**src/spr_pkg.sv**
```systemverilog
package spr_pkg;
	localparam int          DATA_W      = 32;
	localparam int          ADDR_W      = 5;
	localparam int          RCNT_W      = 5;
	localparam int          STEP_W      = 12;
	localparam int          LSB_W       = 13;
	localparam int          MSB_W       = 12;
	localparam int          FINE_W      = LSB_W + MSB_W;
	localparam logic [4:0]  OFS_PROGRAM = 5'h00;
	localparam logic [4:0]  OFS_WORD0   = 5'h04;
	localparam logic [4:0]  OFS_WORD1   = 5'h08;
	localparam logic [4:0]  OFS_WORD2   = 5'h0c;
	localparam logic [4:0]  OFS_WORD7   = 5'h10;
	localparam logic [4:0]  OFS_STATUS  = 5'h14;
	localparam logic [2:0]  CODE_DIVIDE = 3'h0;
	localparam logic [2:0]  CODE_LOWFINE = 3'h1;
	localparam logic [2:0]  CODE_REFDIV = 3'h2;
	localparam logic [2:0]  CODE_DELAY  = 3'h7;
	localparam int          CTL_HI      = 2;
	localparam int          RAMP_BIT    = 31;
	localparam int          MUX_HI      = 30;
	localparam int          MUX_LO      = 27;
	localparam int          INT_HI      = 26;
	localparam int          INT_LO      = 15;
	localparam int          MSB_HI      = 14;
	localparam int          MSB_LO      = 3;
	localparam int          LSB_HI      = 27;
	localparam int          LSB_LO      = 15;
	localparam int          SLIP_BIT    = 28;
	localparam int          CP_HI       = 27;
	localparam int          CP_LO       = 24;
	localparam int          PRESC_BIT   = 22;
	localparam int          HALF_BIT    = 21;
	localparam int          DBL_BIT     = 20;
	localparam int          RCNT_HI     = 19;
	localparam int          RCNT_LO     = 15;
	localparam int          STEP_HI     = 14;
	localparam int          STEP_LO     = 3;
	localparam logic [31:0] WORD_RST    = 32'h0000_0000;
	localparam logic [3:0]  BE_ALL      = 4'hf;
	localparam logic [4:0]  RCNT_ONE    = 5'h01;
	localparam logic [11:0] STEP_ONE    = 12'h001;
	typedef struct packed {
		logic [31:0] word0;
		logic [31:0] word1;
		logic [31:0] word2;
		logic [31:0] word7;
		logic [12:0] lsb_active;
		logic        ack;
		logic [31:0] rdata;
		logic        ref_s1;
		logic        ref_s2;
		logic        ref_prev;
		logic [4:0]  rcnt;
		logic        halve;
		logic        pd_tick;
		logic [11:0] step_cnt;
		logic        step_tick;
	} spr_state_t;
endpackage

```
**src/spr_top.sv**
```systemverilog
// Decided for this implementation: the address map and register access over Avalon-MM.
`timescale 1ns/10ps
module spr_top (
	input  wire logic        clk_in,
	input  wire logic        rst_n_in,
	input  wire logic        ce_in,
	input  wire logic [4:0]  avs_address_in,
	input  wire logic        avs_read_in,
	input  wire logic        avs_write_in,
	input  wire logic [31:0] avs_writedata_in,
	input  wire logic [3:0]  avs_byteenable_in,
	output logic      [31:0] avs_readdata_out,
	output logic             avs_waitrequest_out,
	input  wire logic        ref_clk_pin_in,
	output logic             ramp_enable_out,
	output logic      [3:0]  monitor_output_select_out,
	output logic      [11:0] int_value_out,
	output logic      [24:0] fine_divide_value_out,
	output logic             cycle_slip_reduce_out,
	output logic      [3:0]  charge_pump_code_out,
	output logic             prescaler_sel_out,
	output logic      [31:0] ramp_delay_word_out,
	output logic             phase_detector_input_out,
	output logic             ramp_step_timer_out
);
	spr_pkg::spr_state_t s_q;
	spr_pkg::spr_state_t s_d;
	logic        req;
	logic        wr_fire;
	logic [2:0]  code;
	logic        act_edge;
	logic        r_tick;
	logic        pd_now;
	logic        step_end;
	logic [4:0]  rcnt_last;
	logic [11:0] step_len;

	always_comb begin
		s_d = s_q;
		req = avs_read_in | avs_write_in;
		code = avs_writedata_in[spr_pkg::CTL_HI:0];
		wr_fire = avs_write_in & s_q.ack & ce_in & (avs_address_in == spr_pkg::OFS_PROGRAM)
			& (avs_byteenable_in == spr_pkg::BE_ALL);
		// Doubler on: any change counts, else only falling edges
		if (s_q.word2[spr_pkg::DBL_BIT]) begin
			act_edge = s_q.ref_s2 ^ s_q.ref_prev;
		end else begin
			act_edge = s_q.ref_prev & ~s_q.ref_s2;
		end
		// Field value 0 wraps to divide by 32
		rcnt_last = s_q.word2[spr_pkg::RCNT_HI:spr_pkg::RCNT_LO] - spr_pkg::RCNT_ONE;
		r_tick = act_edge & (s_q.rcnt == rcnt_last);
		if (s_q.word2[spr_pkg::HALF_BIT]) begin
			pd_now = r_tick & s_q.halve;
		end else begin
			pd_now = r_tick;
		end
		step_len = s_q.word2[spr_pkg::STEP_HI:spr_pkg::STEP_LO];
		step_end = (step_len == '0) | (s_q.step_cnt >= step_len - spr_pkg::STEP_ONE);
		if (ce_in) begin
			s_d.ack = req & ~s_q.ack;
			s_d.ref_s1 = ref_clk_pin_in;
			s_d.ref_s2 = s_q.ref_s1;
			s_d.ref_prev = s_q.ref_s2;
			if (act_edge) begin
				s_d.rcnt = r_tick ? '0 : s_q.rcnt + spr_pkg::RCNT_ONE;
			end
			if (r_tick) begin
				s_d.halve = ~s_q.halve;
			end
			s_d.pd_tick = pd_now;
			s_d.step_tick = 1'b0;
			// Step timer paced by the detector reference
			if (!s_q.word0[spr_pkg::RAMP_BIT]) begin
				s_d.step_cnt = '0;
			end else if (pd_now) begin
				s_d.step_cnt = step_end ? '0 : s_q.step_cnt + spr_pkg::STEP_ONE;
				s_d.step_tick = step_end;
			end
			if (req & ~s_q.ack) begin
				if (avs_address_in == spr_pkg::OFS_WORD0) begin
					s_d.rdata = s_q.word0;
				end else if (avs_address_in == spr_pkg::OFS_WORD1) begin
					s_d.rdata = s_q.word1;
				end else if (avs_address_in == spr_pkg::OFS_WORD2) begin
					s_d.rdata = s_q.word2;
				end else if (avs_address_in == spr_pkg::OFS_WORD7) begin
					s_d.rdata = s_q.word7;
				end else if (avs_address_in == spr_pkg::OFS_STATUS) begin
					s_d.rdata = {1'b0, s_q.step_cnt, s_q.rcnt, s_q.halve, s_q.lsb_active};
				end else begin
					s_d.rdata = spr_pkg::WORD_RST;
				end
			end
			if (wr_fire) begin
				case (code)
					spr_pkg::CODE_DIVIDE: begin
						s_d.word0 = avs_writedata_in;
						// Staged low part goes live with the upper part
						s_d.lsb_active = s_q.word1[spr_pkg::LSB_HI:spr_pkg::LSB_LO];
					end
					spr_pkg::CODE_LOWFINE: begin
						s_d.word1 = avs_writedata_in;
					end
					spr_pkg::CODE_REFDIV: begin
						s_d.word2 = avs_writedata_in;
					end
					spr_pkg::CODE_DELAY: begin
						s_d.word7 = avs_writedata_in;
					end
					default: begin
						// Other codes belong to registers not held here
						s_d.word7 = s_q.word7;
					end
				endcase
			end
		end
	end

	always_ff @(posedge clk_in or negedge rst_n_in) begin
		if (!rst_n_in) begin
			s_q <= '0;
		end else begin
			s_q <= s_d;
		end
	end

	assign avs_waitrequest_out = req & ~(s_q.ack & ce_in);
	assign avs_readdata_out = s_q.rdata;
	assign ramp_enable_out = s_q.word0[spr_pkg::RAMP_BIT];
	assign monitor_output_select_out = s_q.word0[spr_pkg::MUX_HI:spr_pkg::MUX_LO];
	assign int_value_out = s_q.word0[spr_pkg::INT_HI:spr_pkg::INT_LO];
	// Unsigned concatenation gives low plus upper times 8192
	assign fine_divide_value_out = {s_q.word0[spr_pkg::MSB_HI:spr_pkg::MSB_LO],
		s_q.lsb_active};
	// Duty and pump current are left to the host
	assign cycle_slip_reduce_out = s_q.word2[spr_pkg::SLIP_BIT];
	assign charge_pump_code_out = s_q.word2[spr_pkg::CP_HI:spr_pkg::CP_LO];
	assign prescaler_sel_out = s_q.word2[spr_pkg::PRESC_BIT];
	assign ramp_delay_word_out = s_q.word7;
	assign phase_detector_input_out = s_q.pd_tick;
	assign ramp_step_timer_out = s_q.step_tick;
endmodule

```
**config.mk**
```make
export PLATFORM = sky130hd
export DESIGN_NAME = spr_top
export DESIGN_NICKNAME = d
export VERILOG_FILES = /design/src/spr_pkg.sv /design/src/spr_top.sv
export SDC_FILE = /design/constraint.sdc
export NUM_CORES = 1
export LEC_CHECK = 0
export ABC_AREA = 1
export BUFFER_PORTS_ARGS = -buffer_cell sky130_fd_sc_hd__buf_2
export CAP_MARGIN = 20
export CORE_ASPECT_RATIO = 1.75
export CORE_MARGIN = 2
export CORE_UTILIZATION = 40
export DETAILED_ROUTE_END_ITERATION = 10
export GPL_TIMING_DRIVEN = 0
export SLEW_MARGIN = 20
export SYNTH_ARGS = -nofsm -noshare
export SYNTH_HDL_FRONTEND = slang
export SYNTH_SLANG_ARGS = --single-unit
export TNS_END_PERCENT = 100
```
**constraint.sdc**
```tcl
create_clock -name clk_in -period 3.35 [get_ports clk_in]
set_input_delay 0 -clock clk_in [delete_from_list [all_inputs] [get_ports clk_in]]
set_output_delay 0 -clock clk_in [all_outputs]
set_load 0.005 [all_outputs]
```
==> Word level (Yosys, flattened, before mapping) <==
Cells that the tools add are included.
{ "word_totals": {"reg_bits": 197, "inputBits": 47, "word_cells": 71} }
{ "op_classes": {"add_sub_neg": 4, "order_cmp": 1, "n_eq_ne": 11, "muxes": 12, "n_bitwise": 17, "reduce_logical": 11} }
{ "ops": {"columns": ["cell", "count"], "rows": [
  ["$mux W32", 4],
  ["$mux W31", 1],
  ["$mux W12", 2],
  ["$mux W13", 1],
  ["$add A12 B1 Y12 const B", 1],
  ["$ge A12 B12 Y1", 1],
  ["$logic_not A12 Y1", 1],
  ["$reduce_and A3 Y1", 4],
  ["$sub A12 B1 Y12 const B", 1],
  ["$and A1 B1 Y1", 10],
  ["$eq A5 B4 Y1 const B", 2],
  ["$eq A5 B5 Y1 const B", 2],
  ["$reduce_and A2 Y1", 4],
  ["$add A5 B1 Y5 const B", 1],
  ["$eq A5 B3 Y1 const B", 1],
  ["$eq A5 B5 Y1", 1],
  ["$logic_not A5 Y1", 1],
  ["$mux W5", 1],
  ["$sub A5 B1 Y5 const B", 1],
  ["$eq A4 B4 Y1 const B", 1],
  ["$not A1 Y1", 4],
  ["$eq A3 B1 Y1 const B", 1],
  ["$eq A3 B2 Y1 const B", 1],
  ["$eq A3 B3 Y1 const B", 1],
  ["other kinds (5)", 8]
]} }

==> Logic depth before layout (Yosys ltp) <==
{ "logic_depth": {"depth_word": 8, "depth_mapped": 17, "mapped_depth_nobuf": 17} }

==> Worst setup path after synthesis <==
OpenSTA, ideal clock, no wires.
{ "synth_timing": {"path_type": "flip-flop to flip-flop", "startpoint": "register s_q[106] (netlist name)", "endpoint": "register s_q[10] (netlist name)", "setup_time_ns": 0.066, "arrival_time_ns": 2.389, "required_time_ns": 3.284, "setup_slack_ns": 0.895, "path_stages_with_launch": 15, "path_buffers": 0, "path_cell_list": "dfrtp_1 > nor2_1 > nand4_1 > nor3_1 > nand4_1 > xor2_1 > ha_1 > nand2_1 > nor2_1 > and2_1 > nand2_1 > nand4_1 > nor2_4 > nand3_1 > nand2_1"} }
{ "synth_between": {"elab_chain_cells": 6} }
{ "synth_rtl": {"columns": ["element", "line_no", "source"], "rows": [
  ["start, declared", "spr_top.sv:26", "spr_pkg::spr_state_t s_q;"],
  ["start signal, assigned", "spr_top.sv:122", "s_q <= '0;"],
  ["start signal, assigned", "spr_top.sv:124", "s_q <= s_d;"],
  ["$sub A12 B1 Y12", "spr_top.sv:59", "step_end = (step_len == '0) | (s_q.step_cnt >= step_len - spr_pkg::STEP_ONE);"],
  ["$ge A12 B12 Y1", "spr_top.sv:59", null],
  ["$or A1 B1 Y1 *", "spr_top.sv:59", null],
  ["$mux W12 *", "spr_top.sv:77", "s_d.step_cnt = step_end ? '0 : s_q.step_cnt + spr_pkg::STEP_ONE;"],
  ["$mux W13 *", "spr_top.sv:76", "end else if (pd_now) begin"],
  ["$mux W12 *", "spr_top.sv:74", "if (!s_q.word0[spr_pkg::RAMP_BIT]) begin"]
]} }
Every way passes the cells marked *; elsewhere a longest branch is shown, timed or not. The select of a mux whose other input is x is not followed.
A chain may end at the register's enable or synchronous reset.

==> Worst setup path after layout <==
{ "layout_timing": {"startpoint": "register s_q[106] (netlist name)", "endpoint": "register s_q[7] (netlist name)"} }
Same word-level chain as after synthesis.

==> results.md <==
Outcome
* result of the run: completed

Worst setup path
* biggest fanout along the worst timing path: 10
* Critical Path RT: 3740 ps
* data arrival time at the worst-slack endpoint: 3370 ps
* series of cell instances along the critical path: nor2_1 -> nand4_1 -> nor3_2 -> nand4_1 -> xor2_1 -> ha_1 -> nand2_1 -> nor2_1 -> and2_1 -> nand2_1 -> nand4_1 -> nor2_4 -> nand3_1 -> nand2_1
* slowest stage cell on the critical path: sky130_fd_sc_hd__dfrtp_1
* internal reg-to-reg setup slack: 370 ps
* Crit Path Class: flip-flop to flip-flop
* Top delay family on crit path: simple AND/OR/NAND/NOR gates
* highest cell delay on the worst timing path: 460 ps
* CP startpoint kind: flip-flop
* buffering stage count on the worst path with inverters included: 0
* capturing element type of the critical path: flip-flop

Synth
* count of distinct cell types in the synthesized netlist: 27
* Post-Syn Nets: 1323
* Ys Warns: 0
* combined area of all synthesized cells: 10200 um^2
* commonest register cell after synthesis: sky130_fd_sc_hd__dfrtp_1
* sequential-to-total area share from yosys stat: 48.5%
* Post-synth EDFFs: 0
* post-synth top area cell: sky130_fd_sc_hd__dfrtp_1
* Yosys top cell area share: 48.5%
* share of flip-flops with an asynchronous set or reset: 100%
* cell types with the largest area share after synthesis: sky130_fd_sc_hd__dfrtp_1 (48%), sky130_fd_sc_hd__nand2_1 (11%), sky130_fd_sc_hd__o21ai_0 (11%), sky130_fd_sc_hd__buf_4 (8.0%), sky130_fd_sc_hd__inv_1 (5.9%)
* post-synthesis register bit count: 197
* syn avg cell area: 8.08 um^2
* Syn Inst Count: 1259

STA
* worst slew slack as a fraction of its limit: 39.4%
* setup repair after global routing missed its margin: false
* min Tclk post-route: 2980 ps
* Slew Limit Fails: 0
* number of hold violations in the final report: 0
* setup skew after layout: 7.98 ps
* f_max: 336 MHz
* Period Utilization, post-route: 88.8%
* setup total negative slack: 0 ps
* Setup-failing EPs final: 0
* slew at the pin with the worst max-slew slack: 909 ps

Die
* DIE HEIGHT: 215 um
* die span in x: 125 um
* Site Rows: 77
* Die Footprint: 26800 um^2
* core area: 25100 um^2
* number of top-level design ports: 162
* effective utilization at floorplan: 40.5%

Route
* 1st-iter DRT viols: 634
* routed length per placed instance: 18.6 um
* final routed DRC violation total: 0
* via total after detailed routing: 9144
* final antenna-violating net count: 0
* via-per-instance ratio: 5.07
* Total Routed Length: 33500 um
* detailed-routing iteration count for the pre-antenna-repair pass: 5

Place
* final weighted congestion in routability-driven placement: 0.928
* count of input and output buffers: 160
* hpwl dp: 24600 um
* cell count after placement: 1737

Min path
* HP Class: input port to flip-flop

Cells and area
* Cell Count, Final, Fillers Out: 1803
* synthesis-to-layout area growth: 21.4%
* top library cells by usage in the layout, fill and taps aside: sky130_fd_sc_hd__nand2_1 (290), sky130_fd_sc_hd__o21ai_0 (216), sky130_fd_sc_hd__dfrtp_1 (197), sky130_fd_sc_hd__buf_2 (168), sky130_fd_sc_hd__inv_1 (160)
* final cell utilization of the core: 49.1%
* number of nets in the layout: 1538
* share of layout cells above drive strength 1: 21.5%
* most common cell after layout, fill and taps aside: sky130_fd_sc_hd__nand2_1
* Inserted Diodes: 0

Clocking
* Clock Latency Late Sink: 450 ps
* clock buffers created by TritonCTS: 17
* buffer levels on the longest clock path: 2
* clock sinks: 197
* number of levels the H-tree was split into: 4
* Clk pin slew, worst setup/hold paths: 80 ps
* CTS tree: yes
* cell at the root of the clock tree: sky130_fd_sc_hd__clkbuf_16

Global routing
* pin count of the biggest net entering global routing: 99
* global-route wire length before repair: 51400 um
* GR Overflow Total: 0
* via count of the first global-routing pass: 9135
* number of antenna violations at the first check in global routing: 0
* all-layer global routing usage: 25.1%

Pwr
* worst supply voltage drop on vdd: 0.315 mV
* power density over cell area: 404 nW/um^2
* Leak: 6.40 nW

Job
* MaxCap Viol Count: 0

-- layer usage --
layer / track usage, % / share of wire, % / vias up / routed length (um)
li1: - / - / 4353 / -
met1: 29.4 / 40 / 4450 / 13300
met2: 46.0 / 53 / 293 / 17700
met3: 3.21 / 4.1 / 48 / 1370
met4: 10.4 / 3.1 / 0 / 1040
met5: 0 / 0 / - / 0
-- report_power, final --
part / internal (mW) / total [mW] / switching, mW
logic: 0.174 / 0.447 / 0.273
registers: 2.44 / 2.49 / 0.0527
clock network: 1.04 / 2.05 / 1.01
-- logic make-up (layout without fill, tap and decap cells) --
| group | after synthesis | after routing | share of synthesized area [%] |
|---|---|---|---|
| adders and majority gates | 17 | 17 | 2.09 |
| buffers and inverters | 326 | 554 | 16.2 |
| xor gates and xnor gates | 20 | 20 | 1.72 |
| AOI/OAI and AO/OA | 272 | 272 | 14.6 |
| DFF | 197 | 197 | 48.5 |
| and+or+nand+nor | 427 | 427 | 17.0 |
-- flip-flops by register name, indices dropped and copies added (netlist names) --
signal	count
ramp_step_timer_out	1
int_value_out	12
fine_divide_value_out	25
ramp_delay_word_out	32
phase_detector_input_out	1
prescaler_sel_out	1
cycle_slip_reduce_out	1
monitor_output_select_out	4
ramp_enable_out	1
s_q	83
charge_pump_code_out	4
avs_readdata_out	32
-- worst min-delay path: stages --
cell and delay (ps):
sky130_fd_sc_hd__buf_2 100, sky130_fd_sc_hd__nor2_4 60, sky130_fd_sc_hd__o211ai_1 100, sky130_fd_sc_hd__a21oi_1 90
sky130_fd_sc_hd__o22a_1 150
-- synth_stat cells (2+ instances only) --
library cell and n:
sky130_fd_sc_hd__dfrtp_1 197, sky130_fd_sc_hd__ha_1 17, sky130_fd_sc_hd__nor2_4 2, sky130_fd_sc_hd__buf_2 9, sky130_fd_sc_hd__xor2_1 19, sky130_fd_sc_hd__o21ai_1 15
sky130_fd_sc_hd__inv_2 2, sky130_fd_sc_hd__buf_4 109, sky130_fd_sc_hd__inv_1 160, sky130_fd_sc_hd__nand2_1 290, sky130_fd_sc_hd__nor3_2 2, sky130_fd_sc_hd__nor3_1 8
sky130_fd_sc_hd__nand3_1 43, sky130_fd_sc_hd__nand4_1 8, sky130_fd_sc_hd__a21oi_1 7, sky130_fd_sc_hd__o221ai_1 31, sky130_fd_sc_hd__clkbuf_1 45, sky130_fd_sc_hd__nor2_1 71
sky130_fd_sc_hd__o21ai_0 216
-- worst paths after layout --
check	from	endpoint	cells after the start
worst max register to register	s_q[106]	s_q[7]	14
min in group asynchronous	rst_n_in	avs_readdata_out[9]	3
worst max-delay path	s_q[106]	s_q[7]	14
worst min-delay path	avs_address_in[0]	avs_readdata_out[31]	5
max in group asynchronous	rst_n_in	fine_divide_value_out[21]	3
worst min register to register	s_q[102]	s_q[102]	2
-- cell type report --
cell class              count  area (um^2)
inverters                 162          608
well taps                 316          395
clock buffers              17          425
plain buffers             164         1040
clock inverters            15          144
multi-input cells         736         3610
fillers                  2497        12800
repair buffers            196         1210
flip-flops and latches    197         4930
-- stage by stage --
step | cell area, um^2 | worst slack (ps) | hold slack, ps | power, mW
floorplan | 10200 | 895 | -296 | 2.75
global placement | 11400 | -1100 | 208 | 2.94
detailed placement | 11400 | 224 | -195 | 2.95
CTS | 12300 | 201 | 77.3 | 5.01
global route | 12400 | 53.4 | 130 | 5.15
finish | 12400 | 374 | 94.6 | 4.99
-- timing repair --
action / CTS / global route
hold endpoints to repair: 316 / 0
hold buffers: 34 / 0
gates resized for setup: 0 / 1
setup buffers: 0 / 0
endpoints found under the setup margin: 0 / 10
Power figures use the tool's default switching activity.
